<file path="config.mk">
export PLATFORM = sky130hd
export DESIGN_NAME = acc_clock_check
export DESIGN_NICKNAME = d
export VERILOG_FILES = /design/src/common/acc_pkg.sv /design/src/logic/acc_clock_check.sv
export SDC_FILE = /design/constraint.sdc
export NUM_CORES = 1
export LEC_CHECK = 0
export BUFFER_PORTS_ARGS = -buffer_cell sky130_fd_sc_hd__buf_2
export CAP_MARGIN = 20
export CORE_MARGIN = 8
export CORE_UTILIZATION = 35
export CTS_CLUSTER_DIAMETER = 100
export DETAILED_ROUTE_END_ITERATION = 10
export SLEW_MARGIN = 25
export SYNTH_ARGS = -nofsm -noshare
export SYNTH_HDL_FRONTEND = slang
export SYNTH_SLANG_ARGS = --single-unit
</file>
<file path="constraint.sdc">
create_clock -name sys_clk -period 6.9 [get_ports sys_clk]
set_clock_uncertainty 0.1 [all_clocks]
set_input_delay 1.035 -clock sys_clk [delete_from_list [all_inputs] [get_ports sys_clk]]
set_output_delay 1.035 -clock sys_clk [all_outputs]
set_load 0.01 [all_outputs]
</file>
<file path="src/common/acc_pkg.sv">
// Package for the audio clock check and serial format block.
package acc_pkg;

    // Register offsets.
    localparam logic [7:0] ACC_STATUS_ADDR    = 8'h04;
    localparam logic [7:0] ACC_CLKDET_ADDR    = 8'h25;
    localparam logic [7:0] ACC_FORMAT_ADDR    = 8'h28;
    localparam logic [7:0] ACC_MISSPER_ADDR   = 8'h2C;

    // Reset values.
    localparam logic [7:0] ACC_CLKDET_RESET   = 8'h00;
    localparam logic [7:0] ACC_FORMAT_RESET   = 8'h02;
    localparam logic [7:0] ACC_MISSPER_RESET  = 8'h00;

    // Field positions.
    localparam int ACC_IGN_FS_BIT      = 6;
    localparam int ACC_IGN_SCLK_BIT    = 5;
    localparam int ACC_IGN_MCLK_BIT    = 4;
    localparam int ACC_IGN_HALT_BIT    = 3;
    localparam int ACC_IGN_MISS_BIT    = 2;
    localparam int ACC_AUTOSET_DIS_BIT = 1;
    localparam int ACC_IGN_PLL_BIT     = 0;
    localparam int ACC_PLL_LOCK_BIT    = 4;
    localparam int ACC_FMT_LSB         = 4;
    localparam int ACC_WLEN_LSB        = 0;

    // Timing: one second of missing clocks and the master clock halt limit.
    localparam int ACC_SYS_CLK_HZ      = 100_000_000;
    localparam int ACC_MISS_UNIT_S     = 1;
    localparam int ACC_SECOND_CYCLES   = ACC_SYS_CLK_HZ * ACC_MISS_UNIT_S;
    localparam int ACC_HALT_NS         = 1000;
    localparam int ACC_HALT_CYCLES     = ACC_HALT_NS / 10;

    typedef enum logic [1:0] {
        ACC_FMT_I2S             = 2'b00,
        ACC_FMT_TDM             = 2'b01,
        ACC_FMT_RIGHT_JUSTIFIED = 2'b10,
        ACC_FMT_LEFT_JUSTIFIED  = 2'b11
    } acc_fmt_t;

    typedef enum logic [1:0] {
        ACC_WLEN_16 = 2'b00,
        ACC_WLEN_20 = 2'b01,
        ACC_WLEN_24 = 2'b10,
        ACC_WLEN_32 = 2'b11
    } acc_wlen_t;

    typedef struct packed {
        logic reserved;
        logic ignFs;
        logic ignSclk;
        logic ignMcklRatio;
        logic ignHalt;
        logic ignMissing;
        logic autosetDisable;
        logic ignPll;
    } acc_clkdet_t;

    typedef struct packed {
        logic [1:0] reservedHi;
        acc_fmt_t   format;
        logic [1:0] reservedLo;
        acc_wlen_t  wordLen;
    } acc_format_t;

endpackage

</file>
<file path="src/logic/acc_clock_check.sv">
// Audio clock supervision, serial format registers and sample FIFO.
// Overview of operation
// - Ratio ignore bit masks master clock ratio error
// - Halted master clock raises error unless ignored
// - Both clocks missing forces power-down unless ignored
// - Disable bit stops automatic clock divider setup
// - PLL ignore bit masks unlock clock error
// - Status lock flag always shows true lock
// - Format field bits 5:4 select interface
// - Word length field bits 1:0 sets width
// - Ignore bits reset to zero, autoset enabled
// - Missing declared after 1 to 8 seconds low
`timescale 1ns/10ps

module acc_fifo #(
    parameter int WIDTH = 32,
    parameter int DEPTH = 8
) (
    input  wire logic             sys_clk,
    input  wire logic             sys_rst,
    input  wire logic             flush,
    input  wire logic [WIDTH-1:0] inData,
    input  wire logic             inValid,
    output logic                  inReady,
    output logic      [WIDTH-1:0] outData,
    output logic                  outValid,
    input  wire logic             outReady
);
    localparam int AW = $clog2(DEPTH);

    logic [WIDTH-1:0] mem [DEPTH];
    logic [AW-1:0]    wrPtr_r;
    logic [AW-1:0]    rdPtr_r;
    logic [AW:0]      count_r;
    logic             push;
    logic             pop;

    assign inReady  = (count_r != (AW+1)'(DEPTH)) && !flush;
    assign outValid = (count_r != '0);
    assign push     = inValid && inReady;
    assign pop      = outValid && outReady && !flush;
    assign outData  = mem[rdPtr_r];

    always_ff @(posedge sys_clk) begin
        if (push) begin
            mem[wrPtr_r] <= inData;
        end
    end

    always_ff @(posedge sys_clk) begin
        if (sys_rst || flush) begin
            wrPtr_r <= '0;
            rdPtr_r <= '0;
            count_r <= '0;
        end else begin
            if (push) begin
                wrPtr_r <= (wrPtr_r == AW'(DEPTH - 1)) ? '0 : wrPtr_r + 1'b1;
            end
            if (pop) begin
                rdPtr_r <= (rdPtr_r == AW'(DEPTH - 1)) ? '0 : rdPtr_r + 1'b1;
            end
            count_r <= count_r + (AW+1)'(push) - (AW+1)'(pop);
        end
    end
endmodule

module acc_clock_check
    import acc_pkg::*;
#(
    parameter int SECOND_CYCLES = ACC_SECOND_CYCLES,
    parameter int HALT_CYCLES   = ACC_HALT_CYCLES,
    parameter int SAMPLE_WIDTH  = 32,
    parameter int FIFO_DEPTH    = 8
) (
    input  wire logic                    sys_clk,
    input  wire logic                    sys_rst,
    // Register port.
    input  wire logic [7:0]              regAddr,
    input  wire logic                    regWrite,
    input  wire logic [7:0]              regWdata,
    input  wire logic                    regRead,
    output logic      [7:0]              regRdata,
    // Audio clock pins.
    input  wire logic                    mclkPin,
    input  wire logic                    sclkPin,
    input  wire logic                    frameSyncPin,
    // Status from the PLL and the sample-rate checkers.
    input  wire logic                    pllLocked,
    input  wire logic                    fsError,
    input  wire logic                    sclkError,
    // Sample stream in and out.
    input  wire logic [SAMPLE_WIDTH-1:0] sampleIn,
    input  wire logic                    sampleInValid,
    output logic                         sampleInReady,
    output logic      [SAMPLE_WIDTH-1:0] sampleOut,
    output logic                         sampleOutValid,
    input  wire logic                    sampleOutReady,
    // Controls to the clocking and the converter.
    output logic                         clockError,
    output logic                         powerDown,
    output logic                         autosetEnable,
    output acc_fmt_t                     audioFormat,
    output acc_wlen_t                    wordLength,
    output logic      [5:0]              wordBits
);
    acc_clkdet_t clkDet_r;
    acc_format_t format_r;
    logic [2:0]  missPeriod_r;
    logic [2:0]  mclkSync_r;
    logic [2:0]  sclkSync_r;
    logic [2:0]  fsSync_r;
    logic [15:0] haltCnt_r;
    logic        halted_r;
    logic [11:0] ratioCnt_r;
    logic        ratioErr_r;
    logic [29:0] missCnt_r;
    logic        missing_r;
    logic        mclkRise;
    logic        fsRise;
    logic [29:0] missLimit;

    function automatic logic validRatio(input logic [11:0] n);
        case (n)
            12'h080, 12'h0C0, 12'h100, 12'h180, 12'h200,
            12'h300, 12'h400, 12'h600, 12'h800: validRatio = 1'b1;
            default: validRatio = 1'b0;
        endcase
    endfunction

    always_ff @(posedge sys_clk) begin
        if (sys_rst) begin
            clkDet_r     <= ACC_CLKDET_RESET;
            format_r     <= ACC_FORMAT_RESET;
            missPeriod_r <= ACC_MISSPER_RESET[2:0];
        end else if (regWrite) begin
            if (regAddr == ACC_CLKDET_ADDR) begin
                clkDet_r <= {1'b0, regWdata[6:0]};
            end else if (regAddr == ACC_FORMAT_ADDR) begin
                format_r <= {2'b00, regWdata[5:4], 2'b00, regWdata[1:0]};
            end else if (regAddr == ACC_MISSPER_ADDR) begin
                missPeriod_r <= regWdata[2:0];
            end
        end
    end

    always_ff @(posedge sys_clk) begin
        if (sys_rst) begin
            regRdata <= 8'h00;
        end else if (regRead) begin
            if (regAddr == ACC_STATUS_ADDR) begin
                regRdata <= 8'(pllLocked) << ACC_PLL_LOCK_BIT;
            end else if (regAddr == ACC_CLKDET_ADDR) begin
                regRdata <= clkDet_r;
            end else if (regAddr == ACC_FORMAT_ADDR) begin
                regRdata <= format_r;
            end else if (regAddr == ACC_MISSPER_ADDR) begin
                regRdata <= {5'h00, missPeriod_r};
            end else begin
                regRdata <= 8'h00;
            end
        end
    end

    always_ff @(posedge sys_clk) begin
        if (sys_rst) begin
            mclkSync_r <= 3'h0;
            sclkSync_r <= 3'h0;
            fsSync_r   <= 3'h0;
        end else begin
            mclkSync_r <= {mclkSync_r[1:0], mclkPin};
            sclkSync_r <= {sclkSync_r[1:0], sclkPin};
            fsSync_r   <= {fsSync_r[1:0], frameSyncPin};
        end
    end

    assign mclkRise = mclkSync_r[1] && !mclkSync_r[2];
    assign fsRise   = fsSync_r[1] && !fsSync_r[2];

    // Halt: no master clock edge within the halt window.
    always_ff @(posedge sys_clk) begin
        if (sys_rst || mclkRise) begin
            haltCnt_r <= 16'h0000;
            halted_r  <= 1'b0;
        end else if (haltCnt_r >= 16'(HALT_CYCLES - 1)) begin
            halted_r <= 1'b1;
        end else begin
            haltCnt_r <= haltCnt_r + 16'h0001;
        end
    end

    // Ratio: master clock edges counted over one frame must match a known ratio.
    always_ff @(posedge sys_clk) begin
        if (sys_rst) begin
            ratioCnt_r <= 12'h000;
            ratioErr_r <= 1'b0;
        end else if (fsRise) begin
            ratioErr_r <= !validRatio(ratioCnt_r + 12'(mclkRise));
            ratioCnt_r <= 12'h000;
        end else if (mclkRise && ratioCnt_r != 12'hFFF) begin
            ratioCnt_r <= ratioCnt_r + 12'h001;
        end
    end

    assign missLimit = 30'(SECOND_CYCLES) * (30'(missPeriod_r) + 30'h1);

    // Missing: bit clock and frame sync both held low for the chosen period.
    always_ff @(posedge sys_clk) begin
        if (sys_rst || sclkSync_r[1] || fsSync_r[1]) begin
            missCnt_r <= 30'h0;
            missing_r <= 1'b0;
        end else if (missCnt_r >= missLimit - 30'h1) begin
            missing_r <= 1'b1;
        end else begin
            missCnt_r <= missCnt_r + 30'h1;
        end
    end

    always_ff @(posedge sys_clk) begin
        if (sys_rst) begin
            clockError <= 1'b0;
            powerDown  <= 1'b0;
        end else begin
            clockError <= (ratioErr_r && !clkDet_r.ignMcklRatio)
                        || (halted_r && !clkDet_r.ignHalt)
                        || (!pllLocked && !clkDet_r.ignPll)
                        || (fsError && !clkDet_r.ignFs)
                        || (sclkError && !clkDet_r.ignSclk);
            powerDown  <= missing_r && !clkDet_r.ignMissing;
        end
    end

    // Autoset must be turned off by software for reference-voltage PLL clocking.
    assign autosetEnable = !clkDet_r.autosetDisable;
    assign audioFormat   = format_r.format;
    assign wordLength    = format_r.wordLen;

    always_comb begin
        case (format_r.wordLen)
            ACC_WLEN_16: wordBits = 6'h10;
            ACC_WLEN_20: wordBits = 6'h14;
            ACC_WLEN_24: wordBits = 6'h18;
            default:     wordBits = 6'h20;
        endcase
    end

    // Samples are dropped and input stalled while the converter is powered down.
    acc_fifo #(
        .WIDTH (SAMPLE_WIDTH),
        .DEPTH (FIFO_DEPTH)
    ) sampleFifo (
        .sys_clk  (sys_clk),
        .sys_rst  (sys_rst),
        .flush    (powerDown),
        .inData   (sampleIn),
        .inValid  (sampleInValid),
        .inReady  (sampleInReady),
        .outData  (sampleOut),
        .outValid (sampleOutValid),
        .outReady (sampleOutReady)
    );
endmodule

</file>
* Word-level counts from Yosys, hierarchy flattened *
Memories as Yosys holds them, arrays and structs flattened. A register that Yosys moved wholly into a read port is not among the register bits.
Index checks and enable logic that the tools add are counted.

storage, ports and cells
  bits in writable memories = 256
  output and inout bits = 55
  register bits = 103
  logic and storage cells = 114
  bits of input ports = 60
  memories = 1

memory list
  name            words  bits a word  rd ports  clocked after memory_dff  wr ports  RTL line               source
  sampleFifo.mem  8      32           1         1                         1         acc_clock_check.sv:31  logic [WIDTH-1:0] mem [DEPTH];

operators by class
  equal/unequal tests = 19
  reductions and logical operators = 40
  add/sub/neg operators = 10
  mux-type cells = 14
  bitwise operators = 2
  magnitude comparators = 2
  multiply operators = 1

operators by type and width
  kind                                                  count
  adder 30 x 1 -> 30 bit, second input constant         1
  >= comparator 30 bit                                  1
  subtractor 30 x 1 -> 30 bit, second input constant    1
  == test 12 x 10 -> 1 bit, second input constant       2
  == test 12 x 11 -> 1 bit, second input constant       2
  == test 12 x 8 -> 1 bit, second input constant        2
  == test 12 x 9 -> 1 bit, second input constant        2
  == test 8 x 6 -> 1 bit, second input constant         3
  multiplier 19 x 4 -> 22 bit, first input constant     1
  case mux 6 bit (3 select lines)                       1
  adder 16 x 1 -> 16 bit, second input constant         1
  >= comparator 16 x 7 -> 1 bit, second input constant  1
  2-to-1 mux 3 bit                                      5
  2-to-1 mux 7 bit                                      2
  logical AND 1 bit                                     13
  adder 12 x 1 -> 12 bit                                1
  adder 12 x 1 -> 12 bit, second input constant         1
  == test 12 bit, second input constant                 1
  logical NOT 1 bit                                     12
  != test 12 bit, second input constant                 1
  OR reduction 9 bit                                    1
  == test 8 x 3 -> 1 bit, second input constant         1
  logical OR 1 bit                                      8
  adder 3 x 1 -> 3 bit, second input constant           2
  other kinds (16)                                      22

* Depth between registers and ports, before layout *
  word-level depth = 9
  gate-level depth with buffers = 26
  gate-level depth less buffers = 23

* Cells and area by module *
A second synthesis with hierarchy kept.

second synthesis, totals
  cell total of the unflattened synthesis = 1,125
  area total of the unflattened synthesis = 16,178.0 um^2

by module, submodules not included
  module           times used  area each (um^2)  cells an instance  seq. area each (um^2)
  acc_fifo         1           10,476.3          447                7,947.6
  acc_clock_check  1           5,701.7           678                1,841.8

* Worst setup path after synthesis *
Ideal clock, no wire load.

  path kind = reg-to-reg
  from = register missPeriod_r[0]
  to = register missCnt_r[16]
  arrival time = 5.702 ns
  cell stages (with the launch flop) = 26
  library setup time = 0.070 ns
  buffers on the path = 3
  required time = 6.730 ns
  clock period less this slack = 5.873 ns
  setup slack = 1.027 ns
  path through = dfxtp_1 ha_1 xor2_1 inv_1 fa_1 inv_1 fa_1 ha_1 clkbuf_1 and3_1 a22oi_1 a22oi_1 a21oi_1 nand3_1 nor3_1 xor2_1 ha_1 a21o_1 a21o_1 a21oi_1 o21ai_0 a22o_1 buf_6 buf_6 or4_1 a21oi_1

between the ends
  word-level cells in the longest chain between the ends = 4

ends and longest elaborated chain
  item                         RTL line                source
  start, declared              acc_clock_check.sv:108  logic [2:0] missPeriod_r;
  start signal, assigned       acc_clock_check.sv:134  missPeriod_r <= ACC_MISSPER_RESET[2:0];
  start signal, assigned       acc_clock_check.sv:141  missPeriod_r <= regWdata[2:0];
  adder 3 x 1 -> 4 bit         acc_clock_check.sv:204  assign missLimit = 30'(SECOND_CYCLES) * (30'(missPeriod_r) + 30'h1);
  multiplier 19 x 4 -> 22 bit  acc_clock_check.sv:204
  subtractor 30 x 1 -> 30 bit  acc_clock_check.sv:211  end else if (missCnt_r >= missLimit - 30'h1) begin
  >= comparator 30 bit         acc_clock_check.sv:211
  end signal, assigned         acc_clock_check.sv:214  missCnt_r <= missCnt_r + 30'h1;
  end, declared                acc_clock_check.sv:116  logic [29:0] missCnt_r;

Every way passes these cells.
A chain may end at the register's enable or synchronous reset.

* Final worst setup path *
  from = register missPeriod_r[0]
  to = register missCnt_r[7]

Same word-level chain as after synthesis.

==> reports/results.ini <==
[yosys]
synthSimpleGateAreaFrac_pct = 10.8
synth_fa_ha_area_share_pct = 5.48
synth_edf_count = 256
ys_warn_count = 0
synth_compound_area_share_pct = 7.28
synth_area_um2 = 16300
synth_cell_types = 69
muxShareOfSynthArea_pct = 11.7
ys_ff_latch = 361
synth_top_family_by_area = multiplexers
yosysSeqAreaShare_pct = 59.9
synth_ff_type = edfxtp_1
netlist_instances = 1195
synth_xor_area_share_pct = 2.41
ys_async_sr_fraction_pct = 0
avgSynthCellArea_um2 = 13.7

[detailed_routing]
drc = 0
ant_nets = 0
vias = 10045
wirelength_um = 34200
drt_iter0_drc = 698
post_drt_wl_per_cell_um = 17.6
viasPerCell = 5.18
dr.pass1.iters = 5

[timing]
setup_ws_ns = 0.559
maxSlewViolCount = 0
rsz0062_at_grt = true
hold_viol = 0
fmaxAchievable_mhz = 158
slew-limit-headroom_pct = 38.9
setup_viol = 0
finalCritPeriodShare_pct = 91.9
worstMarginPinSlew_ns = 0.917
fin_crit_ns = 6.34

[layout]
syn2layout_area_growth_pct = 15.1
regArea_um2 = 9800
multiInputGateArea_um2 = 6220
diodes = 0
fillers = 4268
final_cells = 1941
fin_nets = 1434
post-route-util_pct = 40.6
drive_gt1_share_pct = 23.4

[power]
powerDensity_nw_per_um2 = 283
ir_drop_uv = 202
leakage_nw = 6.64

[global_routing]
grt_max_degree = 43
overflow = 0
grt_pass1_vias = 10219
track_usage_pct = 12.5
grt_pass1_wl_um = 54900
antenna_found_initial = 1

[critical_path]
cp-start-kind = register
crit_slowest_cell = fa_1
worstPathMaxFanout = 22
worstSetupPathType = reg -> reg
critPathMaxStageDelay_ns = 0.55
crit_top_cell = ha_1
worstPathRequired_ns = 7.24
end_kind = register
crit_arrival_ns = 6.68
crit_chain = inv_1, ha_1, inv_1, fa_1, xor2_1, ha_1, a21o_1, ha_1, o21ai_0, o21ai_2, a21oi_1, a311oi_1, o211ai_1, nor4b_1, xnor2_1, ha_1, and4_1, a22o_1, buf_4, or4_1, a21oi_1

[clocking]
clkLatencyLatePin_ns = 0.53
clkTransAtPathRegs_ns = 0.06
tritoncts = yes
cts_setup_buffers = 0
numCtsBuffers = 38
cts_resized = 0
postCtsHoldBufs = 0
clock-root-buffer = clkbuf_16
cts_buffer_depth = 3
cts.sinks = 361
htreeDepth = 2

[floorplan]
design.portCount = 115
rows = 79
die_h_um = 232
design.die.area_um2 = 53800
coreArea_um2 = 46400
die_x_um = 232
start_util_pct = 35.2

[placed_design]
gp_congestion = 0.796
dp_cells = 1873
pre_cts_ws_ns = 0.370
detailed_place_hpwl_um = 21000
io_buffer_count = 110

[run]
maxCapViolations = 0

[run_status]
status = finished, final reports clean

[hold_path]
worstHoldPathType = reg -> reg

-- cell type report --
class / count / share of cell area [%]
multi-input combinational: 743 / 33.1
clock inverter: 17 / 0.965
clock buffer: 51 / 5.49
tap: 607 / 4.04
sequential: 361 / 52.1
timing repair buffer: 128 / 3.65
inverter: 34 / 0.679
-- synthesized netlist by cell type, drive strengths merged (2+ instances only) --
master | instances | area share [%]
and2 | 16 | 0.61
a211o | 2 | 0.11
o21a | 5 | 0.23
a2111oi | 3 | 0.28
or4 | 22 | 1.0
a21o | 19 | 0.87
nand3 | 43 | 1.3
and3 | 11 | 0.45
nand2 | 55 | 1.3
o41ai | 2 | 0.11
a22o | 2 | 0.11
a31oi | 6 | 0.23
ha | 62 | 4.7
mux4 | 64 | 8.8
inv | 34 | 0.78
xnor2 | 27 | 1.4
nor3 | 22 | 0.67
nor2b | 21 | 0.80
nor2 | 85 | 2.0
dfxtp | 105 | 13
a22oi | 3 | 0.14
mux2 | 32 | 2.2
nand2b | 7 | 0.27
fa | 6 | 0.74
and4 | 5 | 0.28
xor2 | 18 | 0.96
nand4 | 22 | 0.84
a211oi | 2 | 0.092
or2 | 9 | 0.34
mux2i | 11 | 0.67
o21ai | 17 | 0.52
nor4 | 5 | 0.19
nor3b | 3 | 0.14
or3 | 8 | 0.31
a21oi | 77 | 2.4
clkbuf | 40 | 0.92
nand3b | 2 | 0.092
a31o | 6 | 0.32
edfxtp | 256 | 47
buf | 19 | 0.67
o31ai | 23 | 1.1
-- critical path: cells and delay by family, from the launching register on --
kind            cells  cell delay [ns]
buf+inv             3             0.59
compound gates      8             1.78
fa+ha+maj           5             1.82
simple gates        3             1.16
flops               1             0.39
xor+xnor            2             0.41
-- sequential cells by signal, indices dropped and copies added, names as in the netlist, named ones only --
name	cells
missing_r	1
missPeriod_r	3
audioFormat	2
fsSync_r	3
wordLength	2
haltCnt_r	16
powerDown	1
ratioErr_r	1
regRdata	7
sclkSync_r	2
clockError	1
ratioCnt_r	12
halted_r	1
clkDet_r	7
sampleFifo.wrPtr_r	3
sampleFifo.rdPtr_r	3
missCnt_r	30
sampleFifo.count_r	4
sampleFifo.mem	256
mclkSync_r	3
-- worst paths after layout --
path              depth (start not counted)            start       endpoint  slack (ns)
setup reg to reg                         21  missPeriod_r[0]   missCnt_r[7]        0.56
hold reg to reg                           1    sclkSync_r[0]  sclkSync_r[1]        0.34
setup / recovery                         21  missPeriod_r[0]   missCnt_r[7]        0.56
hold / removal                            1    sclkSync_r[0]  sclkSync_r[1]        0.34
-- through the flow --
stage                     setup TNS [ns]  total power, mW  area, µm²  hold slack, ns
after global placement                 0             3.40      17600           0.317
after detailed placement               0             3.41      17600           0.325
final                                  0             5.33      18800           0.336
after floorplan                        0             3.12      16300           0.314
after global routing              -0.393             5.57      18800           0.357
after CTS                              0             5.41      18800           0.337
-- per-layer routing --
metal | wire length [µm] | track usage (%) | vias up
met2 | 15800 | 20.4 | 241
li1 | - | - | 4811
met4 | 502 | 2.75 | 2
met1 | 16100 | 17.2 | 4946
met3 | 1890 | 2.53 | 45
met5 | 13 | 0 | -
-- placed cells by master, fill, tap and decap left out, types with 5 or more instances in the layout --
cell	n
a31o_2	6
xor2_1	18
o21ai_0	16
clkinv_1	5
inv_1	34
nand4_1	22
buf_2	110
a21o_1	19
nor3_1	18
or2_2	9
or4_1	22
clkinv_2	5
buf_4	18
o21a_1	5
and2_1	16
clkbuf_16	39
nor2_1	82
nor2b_1	21
nand2b_1	7
clkbuf_1	10
mux2_2	32
o31ai_1	22
edfxtp_1	256
a31oi_1	6
nand3_1	42
nand2_1	55
and3_1	10
xnor2_1	27
mux2i_1	11
fa_1	6
dfxtp_1	102
a21oi_1	76
or3_1	7
mux4_2	64
ha_1	62
-- logic make-up (layout without fill, tap and decap cells) --
group,Yosys count,after routing
compound gates,180,180
xor+xnor,45,45
fa+ha+maj,68,68
buf+inv,93,230
flops,361,361
mux,107,107
other cells,1,3
simple gates,340,340
-- where the power goes --
group | total (mW) | switching [mW] | internal [mW]
Combinational | 0.808 | 0.385 | 0.423
Clock | 1.99 | 0.816 | 1.17
Sequential | 2.53 | 0.105 | 2.43
Note: power is estimated with default switching activity, not from simulation.
